**src/dcf_pkg.sv**
```systemverilog
package dcf_pkg;

	////////////////////////////////////////////////////////////////////////////////
	// Register geometry and reset.

	localparam int              REG_W         = 32;
	localparam logic [31:0]     CFR_RESET_VAL = 32'h0000_0000;
	// Control bits and the unused bits 8, 7, 5, 4, 3 and 1 are stored; positions 21, 15, 6, 2 and 0 read zero.
	localparam logic [31:0]     CFR_WR_MASK   = 32'hFFDF_7FBA;

	////////////////////////////////////////////////////////////////////////////////
	// Field positions.

	localparam int RAM_EN_BIT        = 31;
	localparam int RAM_DEST_BIT      = 30;
	localparam int PROF_HI           = 29;
	localparam int PROF_LO           = 27;
	localparam int RAMP_LOAD_BIT     = 26;
	localparam int OSK_EN_BIT        = 25;
	localparam int OSK_AUTO_BIT      = 24;
	localparam int AUTO_SYNC_BIT     = 23;
	localparam int SW_SYNC_BIT       = 22;
	localparam int AMP_DITH_BIT      = 20;
	localparam int PH_DITH_HI        = 19;
	localparam int PH_DITH_LO        = 16;
	localparam int AUTO_CLR_FREQ_BIT = 14;
	localparam int AUTO_CLR_PH_BIT   = 13;
	localparam int SINE_BIT          = 12;
	localparam int CLR_FREQ_BIT      = 11;
	localparam int CLR_PH_BIT        = 10;
	localparam int SDIO_IN_ONLY_BIT  = 9;

	////////////////////////////////////////////////////////////////////////////////
	// Widths and limits.

	localparam int              PROF_W    = 3;
	localparam int              DITH_W    = 4;
	localparam int              MODE_W    = 3;
	localparam int              SEL_W     = 2;
	localparam logic [SEL_W-1:0] SEL_MAX  = 2'h3;
	localparam logic [SEL_W-1:0] SEL_ZERO = 2'h0;
	localparam logic [SEL_W-1:0] SEL_ONE  = 2'h1;

	////////////////////////////////////////////////////////////////////////////////
	// Types.

	typedef enum logic [1:0] {DCF_OSK_BYPASS, DCF_OSK_MANUAL, DCF_OSK_AUTO} dcf_osk_type;

	typedef enum logic [1:0] {DCF_SRC_TONE_SWEEP, DCF_SRC_RAM_FREQ, DCF_SRC_RAM_PHASE} dcf_src_type;

	typedef struct packed {
		logic                 ram_en;
		dcf_src_type          src;
		logic [MODE_W-1:0]    ram_mode;
		logic                 int_prof;
		logic [SEL_W-1:0]     prof_sel;
		dcf_osk_type          osk;
		logic                 auto_sync_en;
		logic                 amp_dither_en;
		logic [DITH_W-1:0]    phase_dither_en;
		logic                 sine_sel;
		logic                 freq_acc_clr;
		logic                 phase_acc_clr;
	} dcf_core_type;

	typedef struct packed {
		logic sync_advance;
		logic freq_acc_zero;
		logic phase_acc_zero;
		logic ramp_reload;
	} dcf_pulse_type;

endpackage
```
**src/dcf_ctrl.sv**
```systemverilog
`timescale 1ns/1ns

////////////////////////////////////////////////////////////////////////////////
// Operation
// RL1 - RAM off: single tone or sweep.
// RL2 - RAM on: mode from selected profile word.
// RL3 - Destination picks frequency or phase path.
// RL4 - Internal profile field overrides external selects.
// RL5 - Ramp timer reloads at one, optionally update.
// RL6 - Keying enabled by one, else bypassed.
// RL7 - Keying auto or manual when enabled.
// RL8 - Automatic multi-device sync enable.
// RL9 - Manual sync advances once, then self-clears.
// RL10 - Amplitude dither enable.
// RL11 - Four phase dither enables, bits 19..16.
// RL12 - Update zeroes frequency accumulator once.
// RL13 - Update zeroes phase accumulator once.
// RL14 - Cosine when zero, sine when one.
// RL15 - Hold frequency accumulator cleared while set.
// RL16 - Hold phase accumulator cleared while set.
// RL17 - Serial data pin bidirectional or input-only.
// RL18 - Reset clears all; unlisted bits read zero. Bits 8, 7, 5, 4, 3 and 1 still read back; SDIO_OE_N resets to one.
// RL19 - Written values apply on update only.
module dcf_ctrl (
	input  wire logic                        CLK,
	input  wire logic                        ARST_N,
	input  wire logic                        WR_EN,
	input  wire logic [dcf_pkg::REG_W-1:0]   WR_DATA,
	output logic      [dcf_pkg::REG_W-1:0]   RD_DATA,
	input  wire logic                        IO_UPDATE,
	input  wire logic [dcf_pkg::SEL_W-1:0]   PROFILE_PINS,
	input  wire logic                        PROFILE_STEP,
	input  wire logic [dcf_pkg::MODE_W-1:0]  SEG_MODE,
	input  wire logic                        RAMP_TIMER_AT_ONE,
	input  wire logic                        SER_OUT_BIT,
	input  wire logic                        SER_OUT_EN,
	output logic                             SDIO_O,
	output logic                             SDIO_OE_N,
	output logic                             SDO_O,
	output dcf_pkg::dcf_core_type            CORE,
	output dcf_pkg::dcf_pulse_type           PULSE
);

	////////////////////////////////////////////////////////////////////////////////
	// State.

	typedef struct packed {
		logic [dcf_pkg::REG_W-1:0]  shadow;
		logic [dcf_pkg::REG_W-1:0]  active;
		logic                       upd_meta;
		logic                       upd_sync;
		logic                       upd_prev;
		logic [dcf_pkg::SEL_W-1:0]  pin_meta;
		logic [dcf_pkg::SEL_W-1:0]  pin_sync;
		logic [dcf_pkg::SEL_W-1:0]  loop_cnt;
		dcf_pkg::dcf_core_type      core;
		dcf_pkg::dcf_pulse_type     pulse;
		logic                       sdio_o;
		logic                       sdio_oe_n;
		logic                       sdo_o;
	} dcf_state_type;

	localparam dcf_state_type ST_RESET = '{
		shadow:    dcf_pkg::CFR_RESET_VAL,
		active:    dcf_pkg::CFR_RESET_VAL,
		upd_meta:  1'b0,
		upd_sync:  1'b0,
		upd_prev:  1'b0,
		pin_meta:  dcf_pkg::SEL_ZERO,
		pin_sync:  dcf_pkg::SEL_ZERO,
		loop_cnt:  dcf_pkg::SEL_ZERO,
		core:      '0,
		pulse:     '0,
		sdio_o:    1'b0,
		sdio_oe_n: 1'b1,
		sdo_o:     1'b0
	};

	dcf_state_type st_r;
	dcf_state_type st_nxt;

	logic                        upd;
	logic [dcf_pkg::REG_W-1:0]   cfg;
	logic [dcf_pkg::PROF_W-1:0]  prof_field;
	logic [dcf_pkg::SEL_W-1:0]   loop_lim;

	////////////////////////////////////////////////////////////////////////////////
	// Next state.

	always_comb begin
		st_nxt = st_r;

		// The update pin and profile pins are asynchronous to this clock.
		st_nxt.upd_meta = IO_UPDATE;
		st_nxt.upd_sync = st_r.upd_meta;
		st_nxt.upd_prev = st_r.upd_sync;
		st_nxt.pin_meta = PROFILE_PINS;
		st_nxt.pin_sync = st_r.pin_meta;
		upd = st_r.upd_sync & ~st_r.upd_prev;

		// Writes only reach the buffer; the core sees them at the next update.
		if (WR_EN) begin
			st_nxt.shadow = WR_DATA & dcf_pkg::CFR_WR_MASK; // RL18
		end

		cfg = st_r.active;
		st_nxt.pulse = '0;
		if (upd) begin
			cfg = st_r.shadow; // RL19
			// The manual sync bit is acted on once and never stays set in the working copy;
			// the pulse is taken from the buffer, cleared below, so a later update does not advance the edge again.
			cfg[dcf_pkg::SW_SYNC_BIT] = 1'b0; // RL9
			st_nxt.active = cfg; // RL19
			st_nxt.pulse.sync_advance = st_r.shadow[dcf_pkg::SW_SYNC_BIT]; // RL9
			// A write of one in the same cycle as the self-clear is kept.
			if (!WR_EN) begin
				st_nxt.shadow[dcf_pkg::SW_SYNC_BIT] = 1'b0; // RL9
			end
			st_nxt.pulse.freq_acc_zero = cfg[dcf_pkg::AUTO_CLR_FREQ_BIT]; // RL12
			st_nxt.pulse.phase_acc_zero = cfg[dcf_pkg::AUTO_CLR_PH_BIT]; // RL13
		end

		// Timeout reload is always on; update reload only when selected.
		st_nxt.pulse.ramp_reload = RAMP_TIMER_AT_ONE
			| (upd & cfg[dcf_pkg::RAMP_LOAD_BIT]); // RL5

		////////////////////////////////////////////////////////////////////////
		// RAM and data path.

		st_nxt.core.ram_en = cfg[dcf_pkg::RAM_EN_BIT]; // RL1
		if (!cfg[dcf_pkg::RAM_EN_BIT]) begin
			st_nxt.core.src = dcf_pkg::DCF_SRC_TONE_SWEEP; // RL1
			st_nxt.core.ram_mode = '0; // RL1
		end else begin
			if (cfg[dcf_pkg::RAM_DEST_BIT]) begin
				st_nxt.core.src = dcf_pkg::DCF_SRC_RAM_PHASE; // RL3
			end else begin
				st_nxt.core.src = dcf_pkg::DCF_SRC_RAM_FREQ; // RL3
			end
			st_nxt.core.ram_mode = SEG_MODE; // RL2
		end

		////////////////////////////////////////////////////////////////////////
		// Profile selection.

		prof_field = cfg[dcf_pkg::PROF_HI:dcf_pkg::PROF_LO];
		// Only four profiles exist, so larger field values loop over all four.
		if (prof_field > dcf_pkg::PROF_W'(dcf_pkg::SEL_MAX)) begin
			loop_lim = dcf_pkg::SEL_MAX;
		end else begin
			loop_lim = prof_field[dcf_pkg::SEL_W-1:0];
		end
		st_nxt.core.int_prof = (prof_field != '0); // RL4
		if (prof_field == '0) begin
			st_nxt.loop_cnt = dcf_pkg::SEL_ZERO;
			st_nxt.core.prof_sel = st_r.pin_sync;
		end else begin
			if (PROFILE_STEP) begin
				if (st_r.loop_cnt >= loop_lim) begin
					st_nxt.loop_cnt = dcf_pkg::SEL_ZERO; // RL4
				end else begin
					st_nxt.loop_cnt = dcf_pkg::SEL_W'(st_r.loop_cnt + dcf_pkg::SEL_ONE); // RL4
				end
			end
			st_nxt.core.prof_sel = st_nxt.loop_cnt; // RL4
		end

		////////////////////////////////////////////////////////////////////////
		// Keying, sync, dither, waveform and accumulator clears.

		case ({cfg[dcf_pkg::OSK_EN_BIT], cfg[dcf_pkg::OSK_AUTO_BIT]})
			2'b10: begin
				st_nxt.core.osk = dcf_pkg::DCF_OSK_MANUAL; // RL7
			end
			2'b11: begin
				st_nxt.core.osk = dcf_pkg::DCF_OSK_AUTO; // RL7
			end
			default: begin
				st_nxt.core.osk = dcf_pkg::DCF_OSK_BYPASS; // RL6
			end
		endcase

		st_nxt.core.auto_sync_en = cfg[dcf_pkg::AUTO_SYNC_BIT]; // RL8
		st_nxt.core.amp_dither_en = cfg[dcf_pkg::AMP_DITH_BIT]; // RL10
		st_nxt.core.phase_dither_en = cfg[dcf_pkg::PH_DITH_HI:dcf_pkg::PH_DITH_LO]; // RL11
		st_nxt.core.sine_sel = cfg[dcf_pkg::SINE_BIT]; // RL14
		// These are levels: the core applies them to its accumulator clears.
		st_nxt.core.freq_acc_clr = cfg[dcf_pkg::CLR_FREQ_BIT]; // RL15
		st_nxt.core.phase_acc_clr = cfg[dcf_pkg::CLR_PH_BIT]; // RL16

		////////////////////////////////////////////////////////////////////////
		// Serial read-back pins.

		// In input-only mode the read data leaves on the separate output line
		// and the shared pin is never driven, avoiding contention with the host.
		if (cfg[dcf_pkg::SDIO_IN_ONLY_BIT]) begin
			st_nxt.sdio_oe_n = 1'b1; // RL17
			st_nxt.sdio_o = 1'b0;
			st_nxt.sdo_o = SER_OUT_BIT; // RL17
		end else begin
			st_nxt.sdio_oe_n = ~SER_OUT_EN; // RL17
			st_nxt.sdio_o = SER_OUT_BIT;
			st_nxt.sdo_o = 1'b0;
		end
	end

	////////////////////////////////////////////////////////////////////////////////
	// Registers.

	always_ff @(posedge CLK or negedge ARST_N) begin
		if (!ARST_N) begin
			st_r <= ST_RESET; // RL18
		end else begin
			st_r <= st_nxt;
		end
	end

	assign RD_DATA   = st_r.active;
	assign SDIO_O    = st_r.sdio_o;
	assign SDIO_OE_N = st_r.sdio_oe_n;
	assign SDO_O     = st_r.sdo_o;
	assign CORE      = st_r.core;
	assign PULSE     = st_r.pulse;

endmodule

```
**config.mk**
```make
export PLATFORM = sky130hd
export DESIGN_NAME = dcf_ctrl
export DESIGN_NICKNAME = d
export VERILOG_FILES = /design/src/dcf_pkg.sv /design/src/dcf_ctrl.sv
export SDC_FILE = /design/constraint.sdc
export NUM_CORES = 1
export LEC_CHECK = 0
export BUFFER_PORTS_ARGS = -buffer_cell sky130_fd_sc_hd__buf_2
export CORE_ASPECT_RATIO = 2
export CORE_MARGIN = 10
export CORE_UTILIZATION = 46
export DETAILED_ROUTE_END_ITERATION = 12
export HOLD_SLACK_MARGIN = 0.1
export PLACE_DENSITY = 0.76
export SLEW_MARGIN = 10
export SYNTH_ARGS = -nofsm -noshare
export SYNTH_HDL_FRONTEND = slang
export SYNTH_SLANG_ARGS = --single-unit
export TNS_END_PERCENT = 20
```
**constraint.sdc**
```tcl
create_clock -name CLK -period 1.98 [get_ports CLK]
set_input_delay 0.099 -clock CLK [delete_from_list [all_inputs] [get_ports CLK]]
set_output_delay 0.099 -clock CLK [all_outputs]
set_load 0.03 [all_outputs]
```
==> flow_summary.ini, run 1 <==
[outcome]
outcome = finished clean

[timing]
period_share_pct = 91.4
tns_ns = 0
fin_crit_ns = 1.81
drv_slew = 0
slew_headroom_pct = 55.3
finalSetupViolCount = 0
hold_viol = 0
tightest_slew_ns = 0.670
fin_skew_ns = 0.00558
fin_ws_ns = 0.170
grt_setup_unrepaired = no
fmax_mhz = 553

[logic_synthesis]
synth_cell_types = 28
yosys-top-cells-count = dfrtp_1 (78), nand2_1 (71), buf_4 (56), mux2_2 (27), buf_2 (6)
async_flop_share_pct = 100
synth_edf_count = 0
yosysSeqAreaShare_pct = 59.2
yosys_register_bits = 79
yosys_warnings = 0
yosys.area.top_type = dfrtp_1
syn_area_um2 = 3340
avgSynthCellArea_um2 = 11.5
synth_most_common_cell = dfrtp_1
netlist_instances = 290
synth_top_area_share_pct = 58.4
yosys-top-cells-area = dfrtp_1 (58%), buf_4 (13%), mux2_2 (9.1%)
ys.flop_type = dfrtp_1

[setup_path]
reg2reg_from = st_nxt[33]
worst_ep_arrival_time_ns = 2.08
cp_cell_sequence = nand2b_4, mux2i_2, ha_1, nand2b_1, a21oi_1, o221a_1, a21o_1
critPathTopFamily = compound AO/OA/AOI/OAI gates
crit_path_max_incr_delay_ns = 0.42
path_buf_inv = 0
worst-setup-path-type = reg2reg
cpMaxStageDelayCell = dfrtp_1
critPathCaptureType = register
regToRegSetupSlack_ns = 0.17
r2r_end = CORE[12]
reg2reg_depth = 7
critPathLaunchType = register
path_max_fanout = 5
crit_required_ns = 2.25

[finish]
num-nets-final = 421
layout-drive-gt1-share_pct = 38.0
nFillCells = 565
multiInputGateArea_um2 = 893
stdcell_count = 470
area_growth_pct = 25.8
seqCellArea_um2 = 1980

[cts]
clock_path_buffers = 2
cts.htree.levels = 3
clkLatencyLatePin_ns = 0.32
clk_pin_slew_ns = 0.06
cts_made_buffers = 9
cts_tree = built
clock_sinks = 79
cts-root-buf = clkbuf_16

[power]
comb_power_share_pct = 22.0
power.density_nw_per_um2 = 1120
switching_share_pct = 29.6
internal_power_w = 0.00330
vdd_drop_max_v = 0.000861
p_leak_nw = 2.19
pwr-share-clk_pct = 36.5
p_switching_w = 0.00139
seqPwrFrac_pct = 41.5

[global_routing]
antenna_found_initial = 1
grt_pass1_wl_mm = 11.5
grt_remaining_overflow = 0
track_usage_pct = 13.0
grt_max_degree = 45
first_global_vias = 2402

[route]
drc = 0
wl_mm = 7.04
dr.first_iter.drc_count = 102
first_pass_iters = 4
vias_per_cell = 4.58
wl_per_cell_um = 15.0
antenna_left = 0
via_count = 2152

[floorplan]
dieHeight_um = 141
die_w_um = 80.3
io_pins = 104
die_area_um2 = 11300
coreArea_um2 = 6990
rows = 43
initial_core_util_pct = 47.8

[place]
portBuffers = 92
place_ws_ns = 0.147
place.gp.congestion = 0.756
dp_hpwl_mm = 4.89
dp.cells = 416

[hold_path]
hp-class = in2reg
min_from = PROFILE_STEP
hold_path_depth = 4
min_to = st_r[28]

[job]
cap_violations = 0
## worst max path at each step
stage               end        from  slack [ns]  depth (start not counted)
2_1_floorplan  CORE[11]  st_nxt[33]        0.12                         10
3_3_place_gp   CORE[12]    st_r[33]        0.25                          7
3_5_place_dp   CORE[12]  st_nxt[33]        0.15                          7
4_1_cts        CORE[12]  st_nxt[33]        0.13                          7
5_1_grt        CORE[12]  st_nxt[33]        0.02                          7
6_report       CORE[12]  st_nxt[33]        0.17                          7
## logic make-up after synthesis
| family | share of synthesized area (%) |
|---|---|
| flops | 59.2 |
| other cells | 0.112 |
| mux | 10.4 |
| fa+ha+maj | 0.749 |
| simple gates | 12.7 |
| xor+xnor | 0.262 |
| buf+inv | 14.7 |
| compound gates | 1.76 |
## final cells by class
type	instances	share of cell area, %
Inverter	5	0.447
Clock inverter	6	2.02
Tap cell	90	2.68
Multi-Input combinational cell	145	21.3
Antenna cell	1	0.0595
Clock buffer	10	5.45
Timing Repair Buffer	134	21.0
Sequential cell	79	47.1
## worst min-delay path, stage by stage
cell and delay (ns):
buf_2 0.11, nand2_1 0.07, xnor2_1 0.06, o221a_1 0.14
## power by group through the flow
stage                     Sequential, W  Clock [W]  Combinational (W)
final                           0.00195    0.00171            0.00103
after global routing            0.00197    0.00182            0.00112
after CTS                       0.00195    0.00176            0.00105
after detailed placement        0.00198          0           0.000989
after global placement          0.00196          0           0.000968
after floorplan                 0.00196          0           0.000892
## metrics by stage
step / instance area [µm²] / util, % / hold WS (ns) / total power, W
4_1_cts: 4200 / 60.0 / 0.207 / 0.00475
2_1_floorplan: 3360 / - / -0.197 / 0.00285
3_3_place_gp: 3510 / 50.2 / 0.0797 / 0.00293
5_1_grt: 4200 / 60.1 / 0.223 / 0.00491
6_report: 4200 / 60.1 / 0.208 / 0.00469
3_5_place_dp: 3510 / 50.2 / 0.0957 / 0.00296
## sequential cells by signal, indices dropped and copies added (netlist names)
name / count
SDIO_OE_N: 1
SDO_O: 1
SDIO_O: 1
PULSE: 4
st_nxt: 4
RD_DATA: 23
st_r: 32
CORE: 13
## cell usage in the layout (no fill, tap or decap), drive strengths merged
cell type    count
clkbuf          10
dlygate4sd3     37
nand3            4
o221a            1
xnor2            1
nand2           71
bufinv           2
dfrtp           78
inv              5
clkinvlp         2
mux2i            3
mux2            28
nor2             6
clkinv           2
diode            1
conb             6
buf             97
a21o             5
dfstp            1
nand2b           2
nor2b            5
and2             4
ha               2
a21oi            1
o21ai            1
and2b            1
nand3b           4
## layer usage
layer / track usage (%) / routed length (µm)
met3: 4.42 / 459
met1: 12.7 / 2420
met5: 0 / 0
met4: 6.72 / 170
met2: 23.1 / 3990
## repair_timing
item                                   CTS  global route
setup buffers                            0             0
gates resized for setup                  0             1
setup endpoints to repair                0             1
endpoints found under the hold margin   72             0
hold buffers                            37             0
No activity file was read; power rests on OpenSTA's default activity.
==> run 2, diff against run 1 <==
--- a/config.mk
+++ b/config.mk
@@ -9,8 +9,8 @@
 export CORE_ASPECT_RATIO = 2
 export CORE_MARGIN = 10
-export CORE_UTILIZATION = 46
+export CORE_UTILIZATION = 51
 export DETAILED_ROUTE_END_ITERATION = 12
 export HOLD_SLACK_MARGIN = 0.1
-export PLACE_DENSITY = 0.76
+export PLACE_DENSITY = 0.8
 export SLEW_MARGIN = 10
 export SYNTH_ARGS = -nofsm -noshare
==> constraint.sdc (replaced) <==
create_clock -name CLK -period 2 [get_ports CLK]
set_input_delay 0.5 -clock CLK [delete_from_list [all_inputs] [get_ports CLK]]
set_output_delay 0.5 -clock CLK [all_outputs]
set_load 0.03 [all_outputs]
==> flow_summary.ini, run 2 (same netlist as run 1, synthesis figures left out) <==
[outcome]
outcome = finished clean

[floorplan]
rows = 41
coreArea_um2 = 6360
initial_core_util_pct = 52.5
die_area_um2 = 10400
dieHeight_um = 134
die_w_um = 77.2
io_pins = 104

[place]
place.gp.congestion = 0.739
dp_hpwl_mm = 4.86
placed_area_um2 = 3530
portBuffers = 92

[cts]
clk_pin_slew_ns = 0.06
clkLatencyLatePin_ns = 0.33
cts_resized = 0
cts_tree = built
cts_made_buffers = 9
clock_sinks = 79
cts.htree.levels = 3
cts-root-buf = clkbuf_16
clock_path_buffers = 2
cts_hold_buf = 0
post_cts_buffers = 0

[route]
wl_per_cell_um = 15.1
first_pass_iters = 4
vias_per_cell = 4.64
wl_mm = 6.48
drc = 0
dr.first_iter.drc_count = 109
via_count = 1992
antenna_left = 0

[power]
power.density_nw_per_um2 = 1160
p_switching_w = 0.00134
seqPwrFrac_pct = 43.2
p_total_w = 0.00445
pwr-share-clk_pct = 35.1
p_leak_nw = 2.05
vdd_drop_max_v = 0.000682
internal_power_w = 0.00311
switching_share_pct = 30.2
comb_power_share_pct = 21.7

[timing]
finalSetupViolCount = 0
fin_crit_ns = 1.79
fmax_mhz = 558
tns_ns = 0
period_share_pct = 89.6
grt_setup_unrepaired = no
hold_viol = 0
drv_slew = 0
fin_skew_ns = 0.00489

[setup_path]
worst_ep_arrival_time_ns = 2.06
path_max_fanout = 5
worst-setup-path-type = reg2reg
regToRegSetupSlack_ns = 0.21
critPathCaptureType = register
crit_required_ns = 2.27
critPathLaunchType = register

[global_routing]
first_global_vias = 2177
grt_pass1_wl_mm = 10.5
grt_remaining_overflow = 0
grt_max_degree = 47
track_usage_pct = 12.8
antenna_found_initial = 0

[finish]
top_register = st_r
multiInputGateArea_um2 = 890
layout_common_cells = buf_2 (91), dfrtp_1 (78), nand2_1 (71)
num-nets-final = 385
area_growth_pct = 14.4
insertedDiodeCount = 0
seqCellArea_um2 = 1980
nFillCells = 556
largest_reg_flops = 32
layout-drive-gt1-share_pct = 42.3
finalInstanceArea_um2 = 3820
layout_commonest_cell = buf_2

[hold_path]
hp-class = in2async

[job]
cap_violations = 0
[run 2: cell count changes in the layout (fill, tap and decap cells not counted)]
cell           change
clkbuf_1           -1
clkinv_2           +1
clkbuf_8           +4
mux2i_1            +1
diode_2            -1
bufinv_16          -2
mux2i_2            -1
buf_12             +1
clkinvlp_4         -2
dlygate4sd3_1     -37
[run 2: path summary, 6_finish.rpt]
check                      depth (start not counted)     endpoint            start
min in group CLK                                   1   st_nxt[29]  PROFILE_PINS[0]
max in group asynchronous                          2  RD_DATA[23]           ARST_N
max                                                7     CORE[12]       st_nxt[33]
max reg2reg                                        7     CORE[12]       st_nxt[33]
min                                                1     st_r[79]           ARST_N
min reg2reg                                        0     st_r[30]       st_nxt[30]
[run 2: power groups by stage]
stage	clock network (W)	registers, W	logic, W
floorplan	0	0.00194	0.000883
CTS	0.00159	0.00193	0.000987
detailed placement	0	0.00195	0.000983
global placement	0	0.00194	0.000961
global route	0.00165	0.00195	0.00105
finish	0.00156	0.00192	0.000966
[run 2: metrics by stage]
step	setup slack, ns	hold slack (ns)	util (%)	instances
2_1_floorplan	0.139	0.204	-	295
3_3_place_gp	0.242	0.334	55.4	413
3_5_place_dp	0.206	0.337	55.4	413
4_1_cts	0.179	0.121	60.1	429
5_1_grt	0.0882	0.134	60.1	429
6_report	0.207	0.107	60.1	429
[run 2: metal layers]
metal / GRT usage (%) / wire length (µm) / vias up
met4: 6.84 / 97 / 0
met1: 12.1 / 2370 / 967
li1: - / - / 958
met3: 4.99 / 401 / 10
met2: 23.1 / 3610 / 57
met5: 0 / 0 / -
[run 2: cell type report]
cell class / count / area share (%)
repair buffers: 98 / 13.9
clock inverters: 3 / 0.393
flip-flops and latches: 79 / 51.8
inverters: 5 / 0.491
clock buffers: 13 / 7.33
multi-input cells: 145 / 23.3
well taps: 86 / 2.82
[run 2: critical path: stages, from the launching register on]
cell	delay (ns)
dfrtp_1	0.41
nand2b_4	0.12
mux2i_1	0.27
ha_1	0.27
nand2b_1	0.14
a21oi_1	0.20
o221a_1	0.24
a21o_1	0.09
==> run 3, diff against run 2 <==
Settings changed: MAX_ROUTING_LAYER set to met4.
==> flow_summary.ini, run 3 (same netlist as run 1, synthesis figures left out) <==
[route]
drc = 0
wl_mm = 6.46
via_count = 2007
dr.first_iter.drc_count = 111
wl_per_cell_um = 15.1
vias_per_cell = 4.68
first_pass_iters = 4
antenna_left = 0

[setup_path]
cpMaxStageDelayCell = dfrtp_1
worst_ep_arrival_time_ns = 2.07
crit_required_ns = 2.27
crit_path_max_incr_delay_ns = 0.41
path_max_fanout = 5
reg2reg_from = st_nxt[33]
critPathCaptureType = register
regToRegSetupSlack_ns = 0.20
reg2reg_depth = 7
cp_cell_sequence = nand2b_4, mux2i_1, ha_1, nand2b_1, a21oi_1, o221a_1, a21o_1
critPathLaunchType = register
r2r_end = CORE[12]
worst-setup-path-type = reg2reg

[timing]
fin_skew_ns = 0.00647
fin_crit_ns = 1.80
tns_ns = 0
fin_ws_ns = 0.201
whs_ns = 0.108
period_share_pct = 89.9
drv_slew = 0
grt_setup_unrepaired = no
finalSetupViolCount = 0
hold_viol = 0
fmax_mhz = 556

[cts]
clock_path_buffers = 2
cts-root-buf = clkbuf_16
cts_resized = 0
cts_tree = built
clock_sinks = 79
cts.htree.levels = 3
post_cts_buffers = 0
cts_made_buffers = 9
cts_hold_buf = 0
clkLatencyLatePin_ns = 0.33
clk_pin_slew_ns = 0.06

[global_routing]
grt_remaining_overflow = 0
track_usage_pct = 13.2
first_global_vias = 2171
grt_max_degree = 47
grt_pass1_wl_mm = 10.5
antenna_found_initial = 0

[floorplan]
initial_core_util_pct = 52.5
dieHeight_um = 134
die_area_um2 = 10400
io_pins = 104
die_w_um = 77.2
coreArea_um2 = 6360
rows = 41

[outcome]
outcome = finished clean

[finish]
layout-drive-gt1-share_pct = 42.3
top_register = st_r
area_growth_pct = 14.4
layout_common_cells = buf_2 (91), dfrtp_1 (78), nand2_1 (71)
num-nets-final = 385
nFillCells = 556
finalInstanceArea_um2 = 3820
fin_util_pct = 60.1
layout_commonest_cell = buf_2
insertedDiodeCount = 0
largest_reg_flops = 32

[hold_path]
hp-class = in2async

[power]
power.density_nw_per_um2 = 1160
vdd_drop_max_v = 0.000682
p_leak_nw = 2.05

[place]
portBuffers = 92
place_ws_ns = 0.206
placed_area_um2 = 3530
place.gp.congestion = 0.748
dp_hpwl_mm = 4.86

[job]
cap_violations = 0
[run 3: per-layer routing]
| layer | part of all wire [%] | up-vias | GRT usage (%) |
|---|---|---|---|
| li1 | - | 957 | - |
| met1 | 37 | 984 | 12.4 |
| met2 | 56 | 58 | 23.0 |
| met3 | 5.3 | 8 | 4.79 |
| met4 | 1.6 | 0 | 6.84 |
| met5 | 0 | - | - |
[run 3: critical path, delay by kind of cell (launching register included)]
family,cells,cell delay [ns]
AOI/OAI and AO/OA,3,0.53
DFF,1,0.41
muxes,1,0.28
adders and majority gates,1,0.27
and+or+nand+nor,2,0.26
[run 3: power by group]
group          internal (W)  switching, W
registers           0.00181      0.000111
logic              0.000327      0.000638
clock network      0.000968      0.000593
total               0.00311       0.00134
[run 3: through the flow]
stage,cells,power [W]
floorplan,295,0.00283
global placement,413,0.00290
detailed placement,413,0.00294
CTS,429,0.00451
global route,429,0.00465
finish,429,0.00445
[run 3: cell type report]
type	instances	area, µm²	area share (%)
multi-input cells	145	890	23.3
well taps	86	108	2.82
clock inverters	3	15.0	0.393
repair buffers	98	533	13.9
clock buffers	13	280	7.33
inverters	5	18.8	0.491
flip-flops and latches	79	1980	51.8
[run 3: worst max path at each step]
stage | start | endpoint | slack (ns) | cells past startpoint
after CTS | st_nxt[33] | CORE[12] | 0.18 | 7
after global routing | st_nxt[33] | CORE[12] | 0.09 | 7
final | st_nxt[33] | CORE[12] | 0.20 | 7
after global placement | st_nxt[33] | CORE[12] | 0.24 | 7
after detailed placement | st_nxt[33] | CORE[12] | 0.21 | 7
after floorplan | st_nxt[33] | CORE[11] | 0.14 | 10
